<file path="config.mk">
export PLATFORM = sky130hd
export DESIGN_NAME = tw8_timer
export DESIGN_NICKNAME = d
export VERILOG_FILES = /design/src/verilog/tw8_pkg.sv /design/src/verilog/tw8_timer.sv
export SDC_FILE = /design/constraint.sdc
export NUM_CORES = 1
export LEC_CHECK = 0
export CAP_MARGIN = 20
export CORE_ASPECT_RATIO = 0.6
export CORE_UTILIZATION = 55
export DETAILED_ROUTE_END_ITERATION = 7
export DONT_BUFFER_PORTS = 1
export PLACE_DENSITY = 0.77
export SLEW_MARGIN = 10
export SYNTH_ARGS = -nofsm -noshare
export SYNTH_HDL_FRONTEND = slang
export SYNTH_SLANG_ARGS = --single-unit
</file>
<file path="constraint.sdc">
create_clock -name ref_clk_i -period 2 [get_ports ref_clk_i]
set_input_delay 0.4 -clock ref_clk_i [delete_from_list [all_inputs] [get_ports ref_clk_i]]
set_output_delay 0.4 -clock ref_clk_i [all_outputs]
set_load 0.01 [all_outputs]
</file>
<file path="src/verilog/tw8_pkg.sv">
package tw8_pkg;
  // waveform modes
  localparam logic [1:0] MODE_NORMAL = 2'h0;
  localparam logic [1:0] MODE_PCPWM  = 2'h1;
  localparam logic [1:0] MODE_CTC    = 2'h2;
  localparam logic [1:0] MODE_FAST   = 2'h3;
  // compare actions
  localparam logic [1:0] ACT_OFF    = 2'h0;
  localparam logic [1:0] ACT_TOGGLE = 2'h1;
  localparam logic [1:0] ACT_CLEAR  = 2'h2;
  localparam logic [1:0] ACT_SET    = 2'h3;
  // register offsets
  localparam logic [2:0] REG_CTRL   = 3'h0;
  localparam logic [2:0] REG_COUNT  = 3'h1;
  localparam logic [2:0] REG_CMP    = 3'h2;
  localparam logic [2:0] REG_FLAGS  = 3'h3;
  localparam logic [2:0] REG_STATUS = 3'h4;
  // control field positions
  localparam int CTRL_MODE_LSB = 0;
  localparam int CTRL_ACT_LSB  = 2;
  localparam int CTRL_DIR_BIT  = 4;
  // flag field positions
  localparam int FLG_OVF_BIT = 0;
  localparam int FLG_CMP_BIT = 1;
  // counter extremes and reset values
  localparam logic [7:0] CNT_BOTTOM = 8'h00;
  localparam logic [7:0] CNT_MAX    = 8'hFF;
  localparam logic [7:0] RST_BYTE   = 8'h00;
  localparam logic [2:0] RST_ADDR   = 3'h0;
endpackage : tw8_pkg

</file>
<file path="src/verilog/tw8_timer.sv">
`timescale 1ns/10ps
module tw8_timer
  import tw8_pkg::*;
(
  input  wire logic       ref_clk_i,
  input  wire logic       rst_n_i,
  input  wire logic       timer_clock_enable_i,
  input  wire logic [2:0] addr_i,
  input  wire logic [7:0] wdata_i,
  input  wire logic       wr_i,
  input  wire logic       rd_i,
  input  wire logic       port_data_i,
  output logic      [7:0] rdata_o,
  output logic            pin_o,
  output logic            pin_oe_o,
  output logic            waveform_out_o
);

  typedef struct packed {
    logic [1:0] waveform_mode_field;
    logic [1:0] compare_action_field;
    logic       pin_dir;
    logic [7:0] count_value;
    logic [7:0] compare_value_reg;
    logic [7:0] compare_buffer;
    logic       count_down;
    logic       block_match;
    logic       overflow_flag;
    logic       compare_match_flag;
    logic       waveform_out;
    logic       pin;
    logic       pin_oe;
    logic [7:0] rdata;
  } tw8_state_t;

  tw8_state_t st;
  tw8_state_t next_st;

  ////////////////////////////////////////////////////////////////////////////
  logic       match;
  logic       ovf_set;
  logic       at_max;
  logic       at_bottom;
  logic [7:0] ctrl_rd;

  assign at_max    = (st.count_value == CNT_MAX);
  assign at_bottom = (st.count_value == CNT_BOTTOM);
  assign match     = timer_clock_enable_i && !st.block_match &&
                     (st.count_value == st.compare_value_reg);
  assign ctrl_rd   = {3'h0, st.pin_dir, st.compare_action_field, st.waveform_mode_field};
  // overflow event of this edge, so a software clear cannot swallow it
  assign ovf_set   = timer_clock_enable_i && ((st.waveform_mode_field == MODE_PCPWM) ?
                     (st.count_value == 8'h01 && st.count_down) : at_max);

  always_comb begin
    next_st       = st;
    next_st.rdata = RST_BYTE;
    if (timer_clock_enable_i) begin
      next_st.block_match = 1'b0;
    end

    // counting, all steps gated by the timer clock enable
    if (timer_clock_enable_i) begin
      case (st.waveform_mode_field)
        MODE_PCPWM: begin
          if (at_max) begin
            next_st.count_down  = 1'b1;
            next_st.count_value = st.count_value - 8'h01;
          end else if (st.count_down && at_bottom) begin
            next_st.count_down  = 1'b0;
            next_st.count_value = st.count_value + 8'h01;
          end else if (st.count_down) begin
            next_st.count_value = st.count_value - 8'h01;
          end else begin
            next_st.count_value = st.count_value + 8'h01;
          end
          if (st.count_value == 8'h01 && st.count_down) begin
            next_st.overflow_flag = 1'b1;
          end
          if (at_max) begin
            next_st.compare_value_reg = st.compare_buffer;
          end
        end
        MODE_CTC: begin
          if (match) begin
            next_st.count_value = CNT_BOTTOM;
          end else begin
            next_st.count_value = st.count_value + 8'h01;
          end
          if (at_max) begin
            next_st.overflow_flag = 1'b1;
          end
        end
        MODE_FAST: begin
          next_st.count_value = st.count_value + 8'h01;
          if (at_max) begin
            next_st.overflow_flag     = 1'b1;
            next_st.compare_value_reg = st.compare_buffer;
          end
        end
        default: begin
          next_st.count_value = st.count_value + 8'h01;
          if (at_max) begin
            next_st.overflow_flag = 1'b1;
          end
        end
      endcase
    end

    if (match) begin
      next_st.compare_match_flag = 1'b1;
    end

    // waveform generation
    case (st.waveform_mode_field)
      MODE_FAST: begin
        if (st.compare_action_field == ACT_TOGGLE) begin
          if (match) begin
            next_st.waveform_out = !st.waveform_out;
          end
        end else if (st.compare_action_field[1]) begin
          // match at max ignored so bottom action wins: constant level
          if (timer_clock_enable_i && at_max) begin
            next_st.waveform_out = !st.compare_action_field[0];
          end else if (match) begin
            next_st.waveform_out = st.compare_action_field[0];
          end
        end
      end
      MODE_PCPWM: begin
        if (st.compare_action_field[1] && timer_clock_enable_i) begin
          if (at_max && st.compare_value_reg != CNT_MAX) begin
            // level at top is the up-match result, restores symmetry
            next_st.waveform_out = st.compare_action_field[0];
          end else if (at_max) begin
            next_st.waveform_out = !st.compare_action_field[0];
          end else if (match) begin
            // at bottom the turn is pending, so a match there counts as up-counting
            next_st.waveform_out = (st.count_down && !at_bottom) ? !st.compare_action_field[0]
                                                 : st.compare_action_field[0];
          end
        end
      end
      default: begin
        if (match) begin
          case (st.compare_action_field)
            ACT_TOGGLE: next_st.waveform_out = !st.waveform_out;
            ACT_CLEAR:  next_st.waveform_out = 1'b0;
            ACT_SET:    next_st.waveform_out = 1'b1;
            default:    next_st.waveform_out = st.waveform_out;
          endcase
        end
      end
    endcase

    // register port
    if (wr_i) begin
      case (addr_i)
        REG_CTRL: begin
          next_st.waveform_mode_field  = wdata_i[CTRL_MODE_LSB +: 2];
          next_st.compare_action_field = wdata_i[CTRL_ACT_LSB +: 2];
          next_st.pin_dir              = wdata_i[CTRL_DIR_BIT];
        end
        REG_COUNT: begin
          next_st.count_value = wdata_i;
          next_st.block_match = 1'b1;
        end
        REG_CMP: begin
          next_st.compare_buffer = wdata_i;
          if (!st.waveform_mode_field[0]) begin
            next_st.compare_value_reg = wdata_i;
          end
        end
        REG_FLAGS: begin
          // write one clears; a same-cycle event keeps the flag
          if (wdata_i[FLG_OVF_BIT] && !ovf_set) begin
            next_st.overflow_flag = 1'b0;
          end
          if (wdata_i[FLG_CMP_BIT] && !match) begin
            next_st.compare_match_flag = 1'b0;
          end
        end
        default: begin
        end
      endcase
    end
    if (rd_i) begin
      case (addr_i)
        REG_CTRL:   next_st.rdata = ctrl_rd;
        REG_COUNT:  next_st.rdata = st.count_value;
        REG_CMP:    next_st.rdata = st.compare_buffer;
        REG_FLAGS:  next_st.rdata = {6'h00, st.compare_match_flag, st.overflow_flag};
        REG_STATUS: next_st.rdata = {6'h00, st.count_down, st.waveform_out};
        default:    next_st.rdata = RST_BYTE;
      endcase
    end

    // pin mux: disconnected action leaves the port value
    next_st.pin_oe = st.pin_dir;
    next_st.pin    = (st.compare_action_field == ACT_OFF) ? port_data_i : st.waveform_out;
  end

  always_ff @(posedge ref_clk_i or negedge rst_n_i) begin
    if (!rst_n_i) begin
      st <= '0;
    end else begin
      st <= next_st;
    end
  end

  assign rdata_o        = st.rdata;
  assign pin_o          = st.pin;
  assign pin_oe_o       = st.pin_oe;
  assign waveform_out_o = st.waveform_out;

  ////////////////////////////////////////////////////////////////////////////
  ctc_flag_a: assert property (@(posedge ref_clk_i) disable iff (!rst_n_i)
    (match && st.waveform_mode_field == MODE_CTC) |=> st.compare_match_flag)
    else $error("compare flag not set on match");
  ctc_clear_a: assert property (@(posedge ref_clk_i) disable iff (!rst_n_i)
    (match && st.waveform_mode_field == MODE_CTC && !wr_i) |=> st.count_value == CNT_BOTTOM)
    else $error("count not cleared after match");
  ctc_toggle_a: assert property (@(posedge ref_clk_i) disable iff (!rst_n_i)
    (match && st.waveform_mode_field == MODE_CTC && st.compare_action_field == ACT_TOGGLE)
    |=> st.waveform_out != $past(st.waveform_out))
    else $error("toggle missed");
  pin_dir_a: assert property (@(posedge ref_clk_i) disable iff (!rst_n_i)
    pin_oe_o == $past(st.pin_dir))
    else $error("pin enable wrong");
  fast_wrap_a: assert property (@(posedge ref_clk_i) disable iff (!rst_n_i)
    (timer_clock_enable_i && at_max && st.waveform_mode_field == MODE_FAST && !wr_i)
    |=> st.count_value == CNT_BOTTOM && st.overflow_flag)
    else $error("fast wrap wrong");
  pc_turn_a: assert property (@(posedge ref_clk_i) disable iff (!rst_n_i)
    (timer_clock_enable_i && at_max && st.waveform_mode_field == MODE_PCPWM && !wr_i)
    |=> st.count_down && st.count_value == 8'hFE)
    else $error("phase correct turn wrong");
  pc_ovf_a: assert property (@(posedge ref_clk_i) disable iff (!rst_n_i)
    (st.waveform_mode_field == MODE_PCPWM && $rose(at_bottom) && st.count_down)
    |-> st.overflow_flag)
    else $error("overflow not set at bottom");
  write_block_a: assert property (@(posedge ref_clk_i) disable iff (!rst_n_i)
    (wr_i && addr_i == REG_COUNT) |=> !match)
    else $error("match after count write");
  rd_data_a: assert property (@(posedge ref_clk_i) disable iff (!rst_n_i)
    (rd_i && addr_i == REG_COUNT && !wr_i) |=> rdata_o == $past(st.count_value))
    else $error("read data wrong");
  rd_idle_a: assert property (@(posedge ref_clk_i) disable iff (!rst_n_i)
    !rd_i |=> rdata_o == RST_BYTE)
    else $error("read data not idle");
  rd_ctrl_a: assert property (@(posedge ref_clk_i) disable iff (!rst_n_i)
    (rd_i && addr_i == REG_CTRL) |=> rdata_o == $past(ctrl_rd))
    else $error("control read wrong");

  // clear-on-compare counting and flags, flag keeping on clear and count hold without tick
  ctc_count_a: assert property (@(posedge ref_clk_i) disable iff (!rst_n_i)
    (timer_clock_enable_i && !match && st.waveform_mode_field == MODE_CTC && !(wr_i && addr_i == REG_COUNT))
    |=> st.count_value == 8'($past(st.count_value) + 8'h01))
    else $error("clear-on-compare count step wrong");
  ctc_ovf_a: assert property (@(posedge ref_clk_i) disable iff (!rst_n_i)
    (timer_clock_enable_i && at_max && st.waveform_mode_field == MODE_CTC) |=> st.overflow_flag)
    else $error("overflow not set at wrap");
  ctc_direct_a: assert property (@(posedge ref_clk_i) disable iff (!rst_n_i)
    (wr_i && addr_i == REG_CMP && st.waveform_mode_field == MODE_CTC)
    |=> st.compare_value_reg == $past(wdata_i))
    else $error("compare write not immediate");
  cmp_keep_a: assert property (@(posedge ref_clk_i) disable iff (!rst_n_i)
    (match && wr_i && addr_i == REG_FLAGS) |=> st.compare_match_flag)
    else $error("compare flag lost to clear");
  ovf_keep_a: assert property (@(posedge ref_clk_i) disable iff (!rst_n_i)
    (ovf_set && wr_i && addr_i == REG_FLAGS) |=> st.overflow_flag)
    else $error("overflow flag lost to clear");
  count_hold_a: assert property (@(posedge ref_clk_i) disable iff (!rst_n_i)
    (!timer_clock_enable_i && !(wr_i && addr_i == REG_COUNT)) |=> $stable(st.count_value))
    else $error("count moved without tick");

  // fast pwm
  fast_count_a: assert property (@(posedge ref_clk_i) disable iff (!rst_n_i)
    (timer_clock_enable_i && st.waveform_mode_field == MODE_FAST && !(wr_i && addr_i == REG_COUNT))
    |=> st.count_value == 8'($past(st.count_value) + 8'h01))
    else $error("fast count step wrong");
  fast_ovf_a: assert property (@(posedge ref_clk_i) disable iff (!rst_n_i)
    (timer_clock_enable_i && at_max && st.waveform_mode_field == MODE_FAST) |=> st.overflow_flag)
    else $error("fast overflow missing");
  fast_bottom_a: assert property (@(posedge ref_clk_i) disable iff (!rst_n_i)
    (timer_clock_enable_i && at_max && st.waveform_mode_field == MODE_FAST && st.compare_action_field[1])
    |=> st.waveform_out == !$past(st.compare_action_field[0]))
    else $error("fast bottom level wrong");
  fast_match_a: assert property (@(posedge ref_clk_i) disable iff (!rst_n_i)
    (match && !at_max && st.waveform_mode_field == MODE_FAST && st.compare_action_field[1])
    |=> st.waveform_out == $past(st.compare_action_field[0]))
    else $error("fast match level wrong");
  fast_toggle_a: assert property (@(posedge ref_clk_i) disable iff (!rst_n_i)
    (match && st.waveform_mode_field == MODE_FAST && st.compare_action_field == ACT_TOGGLE)
    |=> st.waveform_out != $past(st.waveform_out))
    else $error("fast toggle missed");
  fast_buffer_a: assert property (@(posedge ref_clk_i) disable iff (!rst_n_i)
    (timer_clock_enable_i && at_max && st.waveform_mode_field == MODE_FAST)
    |=> st.compare_value_reg == $past(st.compare_buffer))
    else $error("fast compare not loaded");
  fast_hold_a: assert property (@(posedge ref_clk_i) disable iff (!rst_n_i)
    (st.waveform_mode_field == MODE_FAST && !(timer_clock_enable_i && at_max))
    |=> $stable(st.compare_value_reg))
    else $error("fast compare changed early");

  // phase correct pwm
  pc_up_a: assert property (@(posedge ref_clk_i) disable iff (!rst_n_i)
    (timer_clock_enable_i && !st.count_down && !at_max && st.waveform_mode_field == MODE_PCPWM &&
     !(wr_i && addr_i == REG_COUNT))
    |=> st.count_value == 8'($past(st.count_value) + 8'h01))
    else $error("phase correct up step wrong");
  pc_down_a: assert property (@(posedge ref_clk_i) disable iff (!rst_n_i)
    (timer_clock_enable_i && st.count_down && !at_bottom && st.waveform_mode_field == MODE_PCPWM &&
     !(wr_i && addr_i == REG_COUNT))
    |=> st.count_value == 8'($past(st.count_value) - 8'h01))
    else $error("phase correct down step wrong");
  pc_rise_a: assert property (@(posedge ref_clk_i) disable iff (!rst_n_i)
    (timer_clock_enable_i && st.count_down && at_bottom && st.waveform_mode_field == MODE_PCPWM &&
     !(wr_i && addr_i == REG_COUNT))
    |=> !st.count_down && st.count_value == 8'h01)
    else $error("phase correct bottom turn wrong");
  pc_ovf_set_a: assert property (@(posedge ref_clk_i) disable iff (!rst_n_i)
    (timer_clock_enable_i && st.count_down && st.count_value == 8'h01 && st.waveform_mode_field == MODE_PCPWM)
    |=> st.overflow_flag)
    else $error("phase correct overflow missing");
  pc_upmatch_a: assert property (@(posedge ref_clk_i) disable iff (!rst_n_i)
    (match && !st.count_down && !at_max && st.waveform_mode_field == MODE_PCPWM && st.compare_action_field[1])
    |=> st.waveform_out == $past(st.compare_action_field[0]))
    else $error("up match level wrong");
  pc_dnmatch_a: assert property (@(posedge ref_clk_i) disable iff (!rst_n_i)
    (match && st.count_down && !at_bottom && !at_max && st.waveform_mode_field == MODE_PCPWM &&
     st.compare_action_field[1])
    |=> st.waveform_out == !$past(st.compare_action_field[0]))
    else $error("down match level wrong");
  pc_bottom_a: assert property (@(posedge ref_clk_i) disable iff (!rst_n_i)
    (match && at_bottom && st.waveform_mode_field == MODE_PCPWM && st.compare_action_field[1])
    |=> st.waveform_out == $past(st.compare_action_field[0]))
    else $error("bottom compare level wrong");
  pc_top_a: assert property (@(posedge ref_clk_i) disable iff (!rst_n_i)
    (timer_clock_enable_i && at_max && st.compare_value_reg != CNT_MAX &&
     st.waveform_mode_field == MODE_PCPWM && st.compare_action_field[1])
    |=> st.waveform_out == $past(st.compare_action_field[0]))
    else $error("top level not up-match level");
  pc_buffer_a: assert property (@(posedge ref_clk_i) disable iff (!rst_n_i)
    (timer_clock_enable_i && at_max && st.waveform_mode_field == MODE_PCPWM)
    |=> st.compare_value_reg == $past(st.compare_buffer))
    else $error("phase correct compare not loaded");

  // pin mux
  pin_off_a: assert property (@(posedge ref_clk_i) disable iff (!rst_n_i)
    (st.compare_action_field == ACT_OFF) |=> pin_o == $past(port_data_i))
    else $error("port value not on pin");
  pin_wave_a: assert property (@(posedge ref_clk_i) disable iff (!rst_n_i)
    (st.compare_action_field != ACT_OFF) |=> pin_o == $past(st.waveform_out))
    else $error("waveform not on pin");

  ctc_match_c: cover property (@(posedge ref_clk_i) disable iff (!rst_n_i)
    match && st.waveform_mode_field == MODE_CTC);
  fast_wrap_c: cover property (@(posedge ref_clk_i) disable iff (!rst_n_i)
    timer_clock_enable_i && at_max && st.waveform_mode_field == MODE_FAST);
  pc_turn_c: cover property (@(posedge ref_clk_i) disable iff (!rst_n_i)
    timer_clock_enable_i && at_max && st.waveform_mode_field == MODE_PCPWM);
  pc_ovf_c: cover property (@(posedge ref_clk_i) disable iff (!rst_n_i)
    ovf_set && st.waveform_mode_field == MODE_PCPWM);
  flag_clear_c: cover property (@(posedge ref_clk_i) disable iff (!rst_n_i)
    wr_i && addr_i == REG_FLAGS && st.overflow_flag);

endmodule : tw8_timer
</file>
==> run_results.csv <==
group,metric,value,unit
hold_path,holdPathStages,2,
critical_path,worstSetupStartpointType,"flip-flop",
detailed_routing,route.vias.total,2354,
critical_path,critical_path_arrival,2220,ps
global_routing,grt_overflow_total,0,
layout,antennaDiodeCount,0,
cts,clock_sinks,44,
detailed_routing,drcViolationCount,0,
critical_path,end_kind,"flip-flop",
critical_path,crit_path_max_incr_delay,550,ps
synth,syn_inst,298,
synth,ys_types,47,
placement,pre_cts_slack,-13.0,ps
placement,dp.cells,362,
hold_path,hold_class,"input port to flip-flop",
global_routing,grt_max_degree,45,
sta,skew,4.71,ps
detailed_routing,drtPass1Iterations,7,
critical_path,cp_cell_sequence,"or4_4 > o41ai_4 > buf_4 > nor3_1 > o21ai_0 > a31oi_1",
power_and_ir_drop,power.density_cell_area,1150,nW/um2
synth,synth_warnings,0,
outcome,status,"complete, but fails checks",
cts,cts_buffers,5,
global_routing,grt_pass1_vias,2195,
die,start_util,58.7,%
global_routing,grt_antenna_before_repair,0,
synth,synth-edff-count,0,
die,die_w,93.2,um
critical_path,cp_max_fo,4,
placement,port_buffers,0,
sta,rsz0062_at_grt,"true",
synth,synth_nets,322,
critical_path,worstPathRequired,2160,ps
sta,hold_viol_final,0,
synth,synth_common_cells,"dfrtp_1 (44), nor2_1 (31), a21oi_1 (26), o21ai_0 (22)",
die,fp.coreArea,4680,um2
power_and_ir_drop,ir_drop,632,uV
layout,fillers,367,
cts,insertion_delay,300,ps
layout,layout.nets,333,
power_and_ir_drop,leakage,1.39,nW
synth,post-synth-top-area-cell,"dfrtp_1",
die,io_pins,28,
die,dieArea,5290,um2
critical_path,critPathTopFamily,"compound AO/OA/AOI/OAI gates",
layout,drive_above_1_share,23.2,%
detailed_routing,vias_per_cell,6.31,
cts,cts-root-buf,"clkbuf_8",
global_routing,grt_pass1_wl,11500,um
synth,synth_flop_cell,"dfrtp_1",
synth,async_reset_ff_share,100,%
cts,clkTransAtPathRegs,90,ps
synth,yosysTopAreaCellShare,40.1,%
outcome,violations,"negative setup slack",
sta,fin_crit,2060,ps
detailed_routing,drtIter0Drc,200,
critical_path,slowest_stage,"or4_4",
die,die-height,56.8,um
synth,ys_seq_elements,44,
die,rows,19,
critical_path,worstSetupPathType,"flip-flop to flip-flop",
synth,ys_seq_area_share,40.1,%
sta,finalCritPeriodShare,103,%
sta,hold_ws,214,ps
layout,finalNonFillerCells,373,
synth,syn_avg_cell_area,9.22,um2
sta,max_freq,486,MHz
placement,hpwl,5160,um
run,drv_cap,0,
placement,place.gp.congestion,0.976,
global_routing,grt_usage,28.7,%
sta,slew_headroom,62.0,%
cts,htreeDepth,2,
critical_path,cp_num_buf_inv,1,
critical_path,rr_worst_depth,6,
detailed_routing,postRouteAntennaNets,0,
sta,worst_pin_slew,569,ps
cts,cts_tree,"yes",
detailed_routing,wirelength,7190,um
sta,setup_slack,-56.4,ps
layout,areaGrowthSynthToFinish,14.8,%
sta,maxSlewViolCount,0,
cts,cts_buffer_depth,2,
detailed_routing,wire_per_inst,19.3,um
critical_path,cp_num_cells,6,
sta,setup_violations,4,
synth,netlist_area,2750,um2
layout,finish.utilization,67.3,%
synth,yosys.cell_count.top_type,"dfrtp_1",
synth,synth_area_leaders,"dfrtp_1 (40%), mux2_2 (5.3%), a21oi_1 (4.7%)",
## where the power goes
group / total [mW] / switching [mW] / internal (mW)
clock network: 0.711 / 0.335 / 0.377
registers: 1.34 / 0.227 / 1.12
logic: 1.58 / 0.878 / 0.697
## per-stage QoR
| stage | total power [mW] | setup TNS [ps] | cell area (um2) |
|---|---|---|---|
| 2_1_floorplan | 2.30 | -118 | 2750 |
| 3_3_place_gp | 2.68 | 0 | 2890 |
| 3_5_place_dp | 2.72 | -24.2 | 2890 |
| 4_1_cts | 3.49 | -49.9 | 3060 |
| 5_1_grt | 3.83 | -414 | 3150 |
| 6_report | 3.63 | -113 | 3150 |
## worst paths after layout
kind,slack (ps),start,endpoint
setup / recovery,-60,st[34],st[34]
hold / removal,210,wdata_i[0],ctrl_rd[0]
setup reg to reg,-60,st[34],st[34]
hold reg to reg,410,ctrl_rd[4],pin_oe_o
max in group asynchronous,1200,rst_n_i,st[36]
min in group asynchronous,580,rst_n_i,st[32]
## layer usage
layer	up-vias	track usage, %	wire length [um]
met2	149	39.2	3010
met5	-	0	0
met4	0	7.25	144
li1	1070	-	-
met1	1117	43.3	3220
met3	18	9.21	812
## flip-flops by register name, indices dropped and copies added (netlist names)
signal,count
ctrl_rd,5
pin_oe_o,1
pin_o,1
st,28
rdata_o,8
waveform_out_o,1
## cells by family after synthesis
family | share of synthesized area (%)
buf+inv | 6.74
flops | 40.1
mux | 10.1
simple gates | 16.4
fa+ha+maj | 3.19
compound gates | 17.5
xor+xnor | 6.06
## repair_timing
action | CTS | global route
hold buffers | 2 | 0
setup endpoints to repair | 7 | 9
resized for setup | 4 | 21
hold endpoints to repair | 44 | 0
pin swaps | 1 | 4
setup buffers | 0 | 1
## placed cells by master, fill, tap and decap left out, drive strengths merged, types with 12 or more instances in the layout
master / n
xor2: 13
dfrtp: 44
a21oi: 26
mux2i: 13
nor2: 31
buf: 30
o21ai: 22
inv: 12
nand2: 13
mux2: 13
## area by class of cell
type	instances	area, um2	area share [%]
Clock buffer	5	68.8	2.18
Clock inverter	3	46.3	1.47
Inverter	11	41.3	1.31
Multi-Input combinational cell	216	1560	49.4
Sequential cell	44	1100	34.9
Tap cell	63	78.8	2.50
Timing Repair Buffer	31	259	8.21
Note: power is estimated with default switching activity, not from simulation.
